`config.mk`:
```
export PLATFORM = sky130hd
export DESIGN_NAME = ovf_counter
export DESIGN_NICKNAME = d
export VERILOG_FILES = /design/src/rtl/ovf_pkg.sv /design/src/rtl/ovf_step.sv /design/src/rtl/ovf_counter.sv
export SDC_FILE = /design/constraint.sdc
export NUM_CORES = 1
export LEC_CHECK = 0
export BUFFER_PORTS_ARGS = -buffer_cell sky130_fd_sc_hd__buf_2
export CAP_MARGIN = 15
export CORE_UTILIZATION = 43
export CTS_BUF_LIST = sky130_fd_sc_hd__clkbuf_16
export CTS_CLUSTER_SIZE = 24
export DETAILED_ROUTE_END_ITERATION = 16
export GPL_ROUTABILITY_DRIVEN = 0
export GPL_TIMING_DRIVEN = 0
export PLACE_DENSITY_LB_ADDON = 0.1
export SYNTH_ARGS = -nofsm -noshare
export SYNTH_HDL_FRONTEND = slang
export SYNTH_SLANG_ARGS = --single-unit
```
`constraint.sdc`:
```
create_clock -name clk_i -period 6.2 [get_ports clk_i]
set_clock_uncertainty 0.15 [all_clocks]
set_input_delay 1.86 -clock clk_i [delete_from_list [all_inputs] [get_ports clk_i]]
set_output_delay 1.86 -clock clk_i [all_outputs]
set_load 0.01 [all_outputs]
```
`src/rtl/ovf_pkg.sv`:
```
package ovf_pkg;

    // ------------------------------------------------------------
    // Register offsets (byte addresses, one word each)
    // ------------------------------------------------------------
    localparam logic [3:0]  ADDR_CTRL     = 4'h0;
    localparam logic [3:0]  ADDR_MOD_LO   = 4'h4;
    localparam logic [3:0]  ADDR_MOD_HI   = 4'h8;
    localparam logic [3:0]  ADDR_COUNT    = 4'hc;

    // ------------------------------------------------------------
    // Field positions in the control/status word
    // ------------------------------------------------------------
    localparam int          BIT_FLAG      = 0;
    localparam int          BIT_IRQ_EN    = 1;
    localparam int          BIT_CENTER    = 2;
    localparam int          BIT_CNT_RST   = 3;
    localparam int          BIT_DOWN      = 4;

    // ------------------------------------------------------------
    // Reset values and counter limits
    // ------------------------------------------------------------
    localparam logic [15:0] MOD_RESET     = 16'h0000;
    localparam logic [15:0] COUNT_ZERO    = 16'h0000;
    localparam logic [15:0] COUNT_TOP     = 16'hffff;
    localparam logic [15:0] COUNT_ONE     = 16'h0001;

    // Wishbone request group
    typedef struct packed {
        logic        cyc;
        logic        stb;
        logic        we;
        logic [3:0]  adr;
        logic [3:0]  sel;
        logic [31:0] dat;
    } wb_req_t;

endpackage : ovf_pkg

```
`src/rtl/ovf_step.sv`:
```
`timescale 1ns/1ps
// Next counter value and overflow event for one counting clock
module ovf_step
    import ovf_pkg::*;
(
    input  wire logic [15:0] count_i,
    input  wire logic [15:0] modulo_i,
    input  wire logic        center_i,
    input  wire logic        down_i,
    output logic      [15:0] count_o,
    output logic             down_o,
    output logic             wrap_o
);

    // ------------------------------------------------------------
    // Step logic
    // ------------------------------------------------------------
    logic [15:0] top;
    assign top = (modulo_i == COUNT_ZERO) ? COUNT_TOP : modulo_i;

    // Up-count wrap or center-aligned reversal
    always_comb
    begin
        count_o = count_i + COUNT_ONE;
        down_o  = down_i;
        wrap_o  = 1'b0;
        if (center_i)
        begin
            if (!down_i && count_i >= top)
            begin
                count_o = count_i - COUNT_ONE;
                down_o  = 1'b1;
                wrap_o  = 1'b1;
            end
            else if (down_i && count_i == COUNT_ZERO)
            begin
                count_o = COUNT_ONE;
                down_o  = 1'b0;
            end
            else if (down_i)
            begin
                count_o = count_i - COUNT_ONE;
            end
        end
        else
        begin
            down_o = 1'b0;
            if (count_i >= top)
            begin
                count_o = COUNT_ZERO;
                wrap_o  = 1'b1;
            end
        end
    end

endmodule : ovf_step

```
`src/rtl/ovf_counter.sv`:
```
`timescale 1ns/1ps
// Functional notes
// - Interrupt output high while flag set and enable set; polling otherwise.
// - Free run 0000 to ffff, wrap to 0000, flag set on wrap.
// - Nonzero modulo: restart at 0000 after modulo value, flag set then.
// - Center mode: count down after modulo, flag set on that step.
// - Debug active freezes counter and read coherency latch.
// - After one modulo byte write, no flag until other byte written.
// - Modulo resets to 0000; zero means free running.
module ovf_counter
    import ovf_pkg::*;
(
    input  wire logic        clk_i,
    input  wire logic        rst_i,
    input  wire logic        cnt_tick_i,
    input  wire logic        debug_i,
    input  wire logic        wb_cyc_i,
    input  wire logic        wb_stb_i,
    input  wire logic        wb_we_i,
    input  wire logic [3:0]  wb_adr_i,
    input  wire logic [3:0]  wb_sel_i,
    input  wire logic [31:0] wb_dat_i,
    output logic      [31:0] wb_dat_o,
    output logic             wb_ack_o,
    output logic             irq_o
);

    // ------------------------------------------------------------
    // State
    // ------------------------------------------------------------
    typedef struct packed {
        logic [15:0] count;
        logic        down;
        logic [15:0] modulo;
        logic        half_lo;
        logic        half_hi;
        logic        overflow_flag;
        logic        overflow_irq_enable;
        logic        center_aligned_select;
        logic [7:0]  count_hi_latch;
        logic        ack;
        logic [31:0] rdata;
    } state_t;

    state_t st_ff;
    state_t nxt_st;
    wb_req_t req;

    logic [15:0] step_count;
    logic        step_down;
    logic        step_wrap;
    logic        wr;
    logic        rd;
    logic        pending;

    assign req = '{cyc: wb_cyc_i, stb: wb_stb_i, we: wb_we_i,
                   adr: wb_adr_i, sel: wb_sel_i, dat: wb_dat_i};

    // Single cycle access, ack cleared the cycle after
    assign wr      = req.cyc && req.stb && req.we && !st_ff.ack;
    assign rd      = req.cyc && req.stb && !req.we && !st_ff.ack;
    assign pending = st_ff.half_lo || st_ff.half_hi;

    // ------------------------------------------------------------
    // Counter step
    // ------------------------------------------------------------
    ovf_step u_step (
        .count_i  (st_ff.count),
        .modulo_i (st_ff.modulo),
        .center_i (st_ff.center_aligned_select),
        .down_i   (st_ff.down),
        .count_o  (step_count),
        .down_o   (step_down),
        .wrap_o   (step_wrap)
    );

    // Read mux for the bus
    function automatic logic [31:0] read_word(input state_t s,
                                              input logic [3:0] a);
        logic [31:0] w;
        w = 32'h0000_0000;
        unique case (a)
            ADDR_CTRL:
            begin
                w[BIT_FLAG]   = s.overflow_flag;
                w[BIT_IRQ_EN] = s.overflow_irq_enable;
                w[BIT_CENTER] = s.center_aligned_select;
                w[BIT_DOWN]   = s.down;
            end
            ADDR_MOD_LO: w[7:0]  = s.modulo[7:0];
            ADDR_MOD_HI: w[7:0]  = s.modulo[15:8];
            ADDR_COUNT:  w[15:0] = {s.count_hi_latch, s.count[7:0]};
            default:     w = 32'h0000_0000;
        endcase
        return w;
    endfunction : read_word

    // ------------------------------------------------------------
    // Next state
    // ------------------------------------------------------------
    always_comb
    begin
        nxt_st       = st_ff;
        nxt_st.ack   = wr || rd;
        nxt_st.rdata = rd ? read_word(st_ff, req.adr) : 32'h0000_0000;

        // Counting clock, frozen in debug
        if (cnt_tick_i && !debug_i)
        begin
            nxt_st.count = step_count;
            nxt_st.down  = step_down;
            if (step_wrap && !pending)
                nxt_st.overflow_flag = 1'b1;
        end

        // Latch high count byte on a read, kept during debug
        if (rd && req.adr == ADDR_COUNT && !debug_i)
            nxt_st.count_hi_latch = st_ff.count[15:8];

        if (wr && req.sel[0])
        begin
            unique case (req.adr)
                ADDR_CTRL:
                begin
                    // Write one to clear; set wins over clear
                    if (req.dat[BIT_FLAG] && !(cnt_tick_i && !debug_i
                        && step_wrap && !pending))
                        nxt_st.overflow_flag = 1'b0;
                    nxt_st.overflow_irq_enable   = req.dat[BIT_IRQ_EN];
                    nxt_st.center_aligned_select = req.dat[BIT_CENTER];
                    if (req.dat[BIT_CNT_RST])
                    begin
                        nxt_st.count = COUNT_ZERO;
                        nxt_st.down  = 1'b0;
                    end
                end
                ADDR_MOD_LO:
                begin
                    nxt_st.modulo[7:0] = req.dat[7:0];
                    nxt_st.half_lo     = !st_ff.half_hi;
                    nxt_st.half_hi     = 1'b0;
                end
                ADDR_MOD_HI:
                begin
                    nxt_st.modulo[15:8] = req.dat[7:0];
                    nxt_st.half_hi      = !st_ff.half_lo;
                    nxt_st.half_lo      = 1'b0;
                end
                default:
                begin
                end
            endcase
        end
    end

    // ------------------------------------------------------------
    // Registers
    // ------------------------------------------------------------
    always_ff @(posedge clk_i)
    begin
        if (rst_i)
        begin
            st_ff        <= '0;
            st_ff.modulo <= MOD_RESET;
        end
        else
        begin
            st_ff <= nxt_st;
        end
    end

    assign wb_ack_o = st_ff.ack;
    assign wb_dat_o = st_ff.rdata;
    // Level interrupt while flag and enable set
    assign irq_o    = st_ff.overflow_flag && st_ff.overflow_irq_enable;
endmodule : ovf_counter

```
==> results of run 1 <==
-- state kept, by name, indices dropped and copies added (netlist names) --
signal and cells:
st_ff 46, wb_ack_o 1, wb_dat_o 16
-- area by class of cell --
type                    instances  area, µm²  share of cell area, %
flip-flops and latches         63       1261                  26.46
repair buffers                 35      175.2                  3.675
clock inverters                 7      112.6                  2.362
inverters                       5      18.77                 0.3937
clock buffers                   9      225.2                  4.724
well taps                     111      138.9                  2.913
multi-input cells             383       2426                  50.89
plain buffers                  71      409.1                  8.583
-- report_power, final --
group	leakage (µW)	switching [µW]	internal (µW)
Combinational	0.00139	62.7	42.1
Sequential	0.000508	2.87	408
Clock	0.000171	183	390
Total	0.00207	249	840
-- cell families after synthesis --
kind of cell	share of synthesized area, %
AO/OA/AOI/OAI	15.97
adder cells (fa/ha/maj)	5.549
flip-flops	31.07
multiplexers	8.169
XOR/XNOR	3.237
buffers and inverters	10.54
other	0.09239
AND/OR/NAND/NOR	25.37
-- metrics by stage --
step	hold WS, ns	instances	instance area (µm²)	power (µW)
4_1_cts	0.3070	684	4767	1096
3_5_place_dp	0.2964	668	4429	522.9
5_1_grt	0.3298	684	4767	1128
3_3_place_gp	0.2934	668	4429	522.6
6_report	0.3028	684	4767	1089
2_1_floorplan	0.2791	522	4115	496.2
-- final timing paths --
check | start | endpoint | slack, ns
worst max-delay path | st_ff[57] | st_ff[66] | 2.13
worst min-delay path | st_ff[38] | wb_dat_o[13] | 0.30
worst max register to register | st_ff[57] | st_ff[66] | 2.13
worst min register to register | st_ff[38] | wb_dat_o[13] | 0.30
-- layer usage --
metal  up-vias  track usage (%)  part of all wire, %
met2       136            37.65                   45
met5         -                0                    0
met1      1770            32.02                   45
met4         0            9.502                  2.0
li1       1868                -                    -
met3        23            5.341                  7.2
-- layout by cell type (no fill, tap or decap), types with 4 or more instances in the layout --
master / netlist / final
mux4_2: 4 / 4
clkbuf_16: 0 / 9
nand2_1: 32 / 32
and3_1: 5 / 5
a21oi_1: 35 / 35
o21ai_0: 16 / 16
nor3_1: 9 / 9
dfxtp_1: 63 / 63
o22ai_1: 5 / 5
conb_1: 1 / 16
nand4_1: 5 / 5
nor4_1: 7 / 7
ha_1: 18 / 18
nand3_1: 21 / 21
nor2_1: 86 / 86
buf_4: 35 / 35
buf_2: 3 / 38
xnor2_1: 8 / 8
clkbuf_1: 30 / 30
nor2b_1: 6 / 6
mux2i_1: 23 / 23
xor2_1: 7 / 7
a211oi_1: 6 / 6
a31oi_1: 6 / 6
inv_1: 5 / 6
and2_1: 10 / 10
-- worst max-delay path, cell delays in order, from the launching register on --
cell and delay [ns]:
dfxtp_1 0.34, nor4_1 0.33, and4_1 0.23, clkbuf_1 0.22, clkbuf_1 0.36, nor2_1 0.09
ha_1 0.32, nand4_1 0.19, nor4_1 0.38, nand3_1 0.22, and3_1 0.29, nor2_2 0.47
o211ai_1 0.20, a211oi_2 0.20
==> flow_summary.yaml, run 1 <==
sta:
  report.final.slew_viol_count: 0
  fin_ws_ns: 2.134
  finalSetupTns_ns: 0
  min_period_ns: 4.066
  setup_viol: 0
  slew_headroom_pct: 50.69
  hold_viol_final: 0
  fmax_mhz: 245.9
  period_share_pct: 65.58
  worst_slew_pin_slew_ns: 0.7396
  rsz0062_at_grt: "false"
setup_path:
  critical_path_arrival_ns: 4.16
  start_kind: "flop"
  path_class: "flop to flop"
  critical_path.max_fanout: 10
  rr_worst_depth: 13
  critPathRequiredTime_ns: 6.30
  crit_path_end_kind: "flop"
pwr:
  p_per_area_nw_per_um2: 228.5
  ir_drop_uv: 107.6
  p_leak_uw: 0.002074
global_routing:
  grt_pass1_vias: 3510
  antenna_found_initial: 0
  grt_pass1_wl_mm: 18.29
  grt.total_usage_pct: 23.95
  overflow: 0
  grt_max_degree: 12
route:
  ant_nets: 0
  vias: 3797
  wire_per_inst_um: 16.54
  drtPass1Iterations: 5
  wl_mm: 11.31
  viasPerCell: 5.551
  drc: 0
  drt_first_iter_violations: 188
clock_tree:
  cts_buffers: 9
  cts_resized: 0
  clock_path_buffers: 2
  cts_tree: "done"
  root_buffer: "clkbuf_16"
  clock-sinks: 63
  clk_pin_slew_ns: 0.06
  cts_setup_buffers: 0
  ctsHoldBuffers: 0
  clk_latency_ns: 0.33
  htree_levels: 3
finish:
  final_nets: 633
  antenna_cells: 0
  fillerInstances: 913
  drive_gt1_share_pct: 18.85
  area_growth_pct: 17.45
  fin_util_pct: 51.84
run:
  drv_cap: 0
yosys:
  synth_area_leader_cell: "dfxtp_1"
  ys_ff_latch: 63
  netlist_area_um2: 4059
  synth_cell_types: 61
  async_reset_ff_share_pct: 0
  yosysMostFrequentCell: "nor2_1"
  yosysWarnings: 0
  synth_ff_type: "dfxtp_1"
  synth_top_cell_area_share_pct: 31.07
  synth_common_cells: "nor2_1 (86), dfxtp_1 (63), a21oi_1 (35), buf_4 (35), nand2_1 (32)"
  synth_edf_count: 0
  yosysSeqAreaShare_pct: 31.07
  avgSynthCellArea_um2: 8.006
  synth_top_cells_by_area: "dfxtp_1 (31%), nor2_1 (8.0%), buf_4 (6.5%)"
  syn_inst: 507
placement:
  place_ws_ns: 1.985
  io_buffer_count: 35
  hpwl_mm: 8.514
run_status:
  status: "complete, no violations"
floorplanning:
  ios: 81
  initial_utilization_pct: 44.14
  core.rowCount: 35
  coreArea_um2: 9196
  die_h_um: 99.16
  dieArea_um2: 9832
  dieWidth_um: 99.16
hold_path:
  hold_depth: 1
  hold_class: "flop to flop"
Power figures use the tool's default switching activity.
==> inputs of run 2 (changes only) <==
clock period = 3.7 ns   (was 6.2 ns; I/O delays follow)
==> run 2 against run 1 <==
- clock power up 68%
- count of clock-buffer cells in the layout did not move
- sequential share of layout area shrank 0.50 points
- cell count grew 0.58%
- via count increased by 1.6%
- power is 68% higher
- combinational power increased by 69%
- critical endpoint is now st_ff[72]
==> flow_summary.yaml, run 2 (synthesis gave the netlist of run 1 again) <==
finish:
  area_growth_pct: 19.70
  final_nets: 637
  final_common_cell: "nor2_1"
  fin_util_pct: 52.83
  largest_reg_flops: 46
  final_cell_mix: "nor2_1 (86), dfxtp_1 (63), buf_4 (40)"
  drive_gt1_share_pct: 20.80
  top_register: "st_ff"
  antenna_cells: 0
route:
  drtPass1Iterations: 5
  vias: 3857
  drc: 0
  drt_first_iter_violations: 226
  ant_nets: 0
  wire_per_inst_um: 16.76
  viasPerCell: 5.606
  wl_mm: 11.53
global_routing:
  antenna_found_initial: 0
  grt_pass1_wl_mm: 18.40
  grt.total_usage_pct: 24.04
  grt_pass1_vias: 3542
  grt_max_degree: 12
  overflow: 0
sta:
  min_period_ns: 3.590
  period_share_pct: 97.02
  setup_viol: 0
  slew_headroom_pct: 49.54
  hold_viol_final: 0
  timing.hold.ws_ns: 0.3021
  finalSetupTns_ns: 0
  report.final.slew_viol_count: 0
  fmax_mhz: 278.6
  worst_slew_pin_slew_ns: 0.7569
clock_tree:
  clk_pin_slew_ns: 0.06
  cts_buffers: 9
  cts_tree: "done"
  root_buffer: "clkbuf_16"
  clock-sinks: 63
  clock_path_buffers: 2
  htree_levels: 3
  clk_latency_ns: 0.33
  ctsHoldBuffers: 0
pwr:
  p_leak_uw: 0.002131
  power_uw: 1829
  p_per_area_nw_per_um2: 376.5
  ir_drop_uv: 179.9
floorplanning:
  core.rowCount: 35
  initial_utilization_pct: 44.14
  coreArea_um2: 9196
  die_h_um: 99.16
  dieArea_um2: 9832
  ios: 81
  dieWidth_um: 99.16
setup_path:
  critical_path.max_fanout: 10
  critPathRequiredTime_ns: 3.77
  critical_path_arrival_ns: 3.66
  path_class: "flop to flop"
  start_kind: "flop"
  crit_path_end_kind: "flop"
  r2r-start: "st_ff[57]"
  crit_path_start: "st_ff[57]"
hold_path:
  hold_class: "flop to flop"
  hold_start: "st_ff[38]"
run_status:
  status: "complete, no violations"
placement:
  io_buffer_count: 35
  hpwl_mm: 8.514
run:
  drv_cap: 0
[run 2: path summary, 6_finish.rpt]
| path | endpoint | slack [ns] | cells after the start |
|---|---|---|---|
| max | st_ff[72] | 0.11 | 13 |
| min | wb_dat_o[13] | 0.30 | 1 |
| max reg2reg | st_ff[72] | 0.11 | 13 |
| min reg2reg | wb_dat_o[13] | 0.30 | 1 |
[run 2: layer usage]
metal  vias up  global-route usage [%]  share of wire [%]
li1       1878                       -                  -
met1      1793                   32.11                 45
met2       162                   37.55                 46
met3        24                   5.622                7.3
met4         0                   9.729                1.7
met5         -                       0                  0
[run 2: through the flow]
| stage | setup slack, ns | cell area (µm²) | cells |
|---|---|---|---|
| 2_1_floorplan | 0.4035 | 4115 | 522 |
| 3_3_place_gp | -0.3987 | 4429 | 668 |
| 3_5_place_dp | -0.3662 | 4429 | 668 |
| 4_1_cts | -0.009583 | 4813 | 687 |
| 5_1_grt | -0.01709 | 4858 | 688 |
| 6_report | 0.1102 | 4858 | 688 |
[run 2: layout make-up]
class / instances / area, µm²
Buffer: 70 / 409.1
Clock buffer: 9 / 225.2
Clock inverter: 7 / 112.6
Fill cell: 909 / 4338
Inverter: 5 / 18.77
Multi-Input combinational cell: 383 / 2480
Sequential cell: 63 / 1261
Tap cell: 111 / 138.9
Timing Repair Buffer: 40 / 212.7
[run 2: critical path, stage by stage, from the launching register on]
cell	delay [ns]
dfxtp_1	0.34
nor4_1	0.35
and4_4	0.31
clkbuf_4	0.20
nor2_1	0.06
ha_1	0.31
nand4_1	0.21
buf_4	0.17
nor2_1	0.07
o2bb2ai_1	0.17
or4_4	0.53
buf_6	0.16
o31a_1	0.28
o32ai_2	0.16
[run 2: what timing repair did]
action | in CTS | in global routing
pin swaps | 1 | 1
setup buffers | 3 | 2
resized for setup | 5 | 8
endpoints found under the setup margin | 14 | 15
[run 2: power breakdown]
group	internal (µW)	leakage, µW	switching (µW)
combinational	71.1	0.00145	106
clock	654	0.000171	310
sequential	684	0.000508	4.75
==> inputs of run 3 (changes only) <==
CELL_PAD_IN_SITES_DETAIL_PLACEMENT = 1   (was default)
CELL_PAD_IN_SITES_GLOBAL_PLACEMENT = 1   (was default)
CORE_UTILIZATION = 37   (was 43)
==> run 3 against run 2 <==
- first-iteration DRC count shrank 32%
- global-route usage grew 0.51 points
- register-to-register slack gained 0.11 ns
- critical path type unchanged
- clock power shrank 15%
- highest routed layer unchanged
- utilization shrank 6.6 points
==> flow_summary.yaml, run 3 (synthesis gave the netlist of run 1 again) <==
setup_path:
  start_kind: "flop"
  slowest_delay_ns: 0.40
  slowest_stage: "nor4_2"
  rr_worst_depth: 13
  critical_path_arrival_ns: 3.57
  path_class: "flop to flop"
  path_delay_family: "simple AND/OR/NAND/NOR gates"
  worstPathCellList: "nor4_1 > and4_4 > clkbuf_4 > nor2_1 > ha_1 > nand4_1 > nor4_2 > nand3_2 > and3_2 > nor2_4 > buf_4 > o21ai_0 > o22ai_1"
  r2r_setup_slack_ns: 0.22
  critPathRequiredTime_ns: 3.79
  worstReg2RegEnd: "st_ff[75]"
  critical_path.max_fanout: 10
  crit_path_end_kind: "flop"
  r2r-start: "st_ff[54]"
  timing.critical_path.buf_inv: 2
pwr:
  p_leak_uw: 0.002083
  power_uw: 1694
  clkPwrFrac_pct: 48.5
  pwr-share-comb_pct: 10.8
  ir_drop_uv: 200.3
  p_int_uw: 1265
  p_seq_share_pct: 40.7
  p_switching_uw: 429.8
  p_per_area_nw_per_um2: 350.5
  switching_share_pct: 25.37
sta:
  slew_headroom_pct: 47.68
  fmax_mhz: 287.4
  period_share_pct: 94.05
  hold_viol_final: 0
  report.final.slew_viol_count: 0
  setup_viol: 0
  timing.hold.ws_ns: 0.3083
  min_period_ns: 3.480
  worst_slew_pin_slew_ns: 0.7848
  rsz0062_at_grt: "false"
  finalSetupTns_ns: 0
floorplanning:
  dieWidth_um: 106.7
  ios: 81
  dieArea_um2: 11390
  die_h_um: 106.7
  initial_utilization_pct: 38.79
  coreArea_um2: 10460
  core.rowCount: 37
clock_tree:
  cts_tree: "done"
  cts_buffers: 9
  clk_pin_slew_ns: 0.06
  clk_latency_ns: 0.34
  htree_levels: 3
  clock_path_buffers: 2
  ctsHoldBuffers: 0
  root_buffer: "clkbuf_16"
  clock-sinks: 63
route:
  vias: 3960
  drt_first_iter_violations: 153
  drc: 0
  drtPass1Iterations: 4
  viasPerCell: 5.562
  wire_per_inst_um: 18.91
  ant_nets: 0
  wl_mm: 13.46
global_routing:
  overflow: 0
  grt_pass1_vias: 3962
  grt_pass1_wl_mm: 21.25
  grt.total_usage_pct: 24.55
  antenna_found_initial: 0
  grt_max_degree: 11
finish:
  final_cell_mix: "nor2_1 (85), dfxtp_1 (63), buf_4 (40)"
  area_growth_pct: 19.11
  largest_reg_flops: 46
  antenna_cells: 0
  final_common_cell: "nor2_1"
  top_register: "st_ff"
  final_nets: 637
  fin_util_pct: 46.21
  drive_gt1_share_pct: 20.83
hold_path:
  hold_depth: 1
  whs_endpoint: "wb_dat_o[14]"
  hold_class: "flop to flop"
  hold_start: "st_ff[39]"
run_status:
  status: "complete, no violations"
placement:
  io_buffer_count: 35
  hpwl_mm: 9.916
run:
  drv_cap: 0
run 3: cell count changes in the layout (fill, tap and decap cells not counted), sizes merged:
| cell | change |
|---|---|
| clkbuf | +1 |
| clkinvlp | +1 |
| buf | -1 |
| bufinv | -2 |
run 3: power by group through the flow:
stage               Clock, µW  Combinational (µW)  Sequential (µW)
finish                    822                 182              690
global route              861                 198              690
floorplan                   0                 129              702
CTS                       833                 181              690
global placement            0                 175              704
detailed placement          0                 179              704
run 3: worst max path at each step:
stage	slack, ns	endpoint	start	depth (start not counted)
3_5_place_dp	-0.58	st_ff[66]	st_ff[58]	13
6_report	0.22	st_ff[75]	st_ff[54]	13
3_3_place_gp	-0.49	st_ff[66]	st_ff[58]	13
2_1_floorplan	0.40	st_ff[72]	st_ff[57]	12
5_1_grt	0.02	st_ff[75]	st_ff[55]	13
4_1_cts	0.01	st_ff[75]	st_ff[58]	14
run 3: routing by layer:
metal | vias to the layer above | part of all wire, % | global-route usage (%)
met3 | 30 | 3.9 | 2.675
met4 | 0 | 2.6 | 10.08
met5 | - | 0 | 0
met1 | 1940 | 46 | 31.45
li1 | 1879 | - | -
met2 | 111 | 48 | 41.84
run 3: final cells by class:
cell class                 instances  area, µm²
inverter                           5      18.77
clock inverter                     6      53.80
timing repair buffer              40      212.7
clock buffer                       9      225.2
fill                            1317       5628
buffer                            70      411.6
sequential                        63       1261
tap                              136      170.2
multi-input combinational        383       2481
run 3: what timing repair did:
action	CTS	global route
pin swaps	2	3
gates cloned	0	0
setup buffers	3	2
hold endpoints to repair	0	0
gates resized for setup	11	5
setup endpoints to repair	15	13
run 3: metrics by stage:
stage	setup slack (ns)	std cells	instance area (µm²)
floorplan	0.4035	522	4115
global placement	-0.4912	693	4461
detailed placement	-0.5815	693	4461
CTS	0.01203	711	4817
global route	0.01990	712	4835
finish	0.2200	712	4835
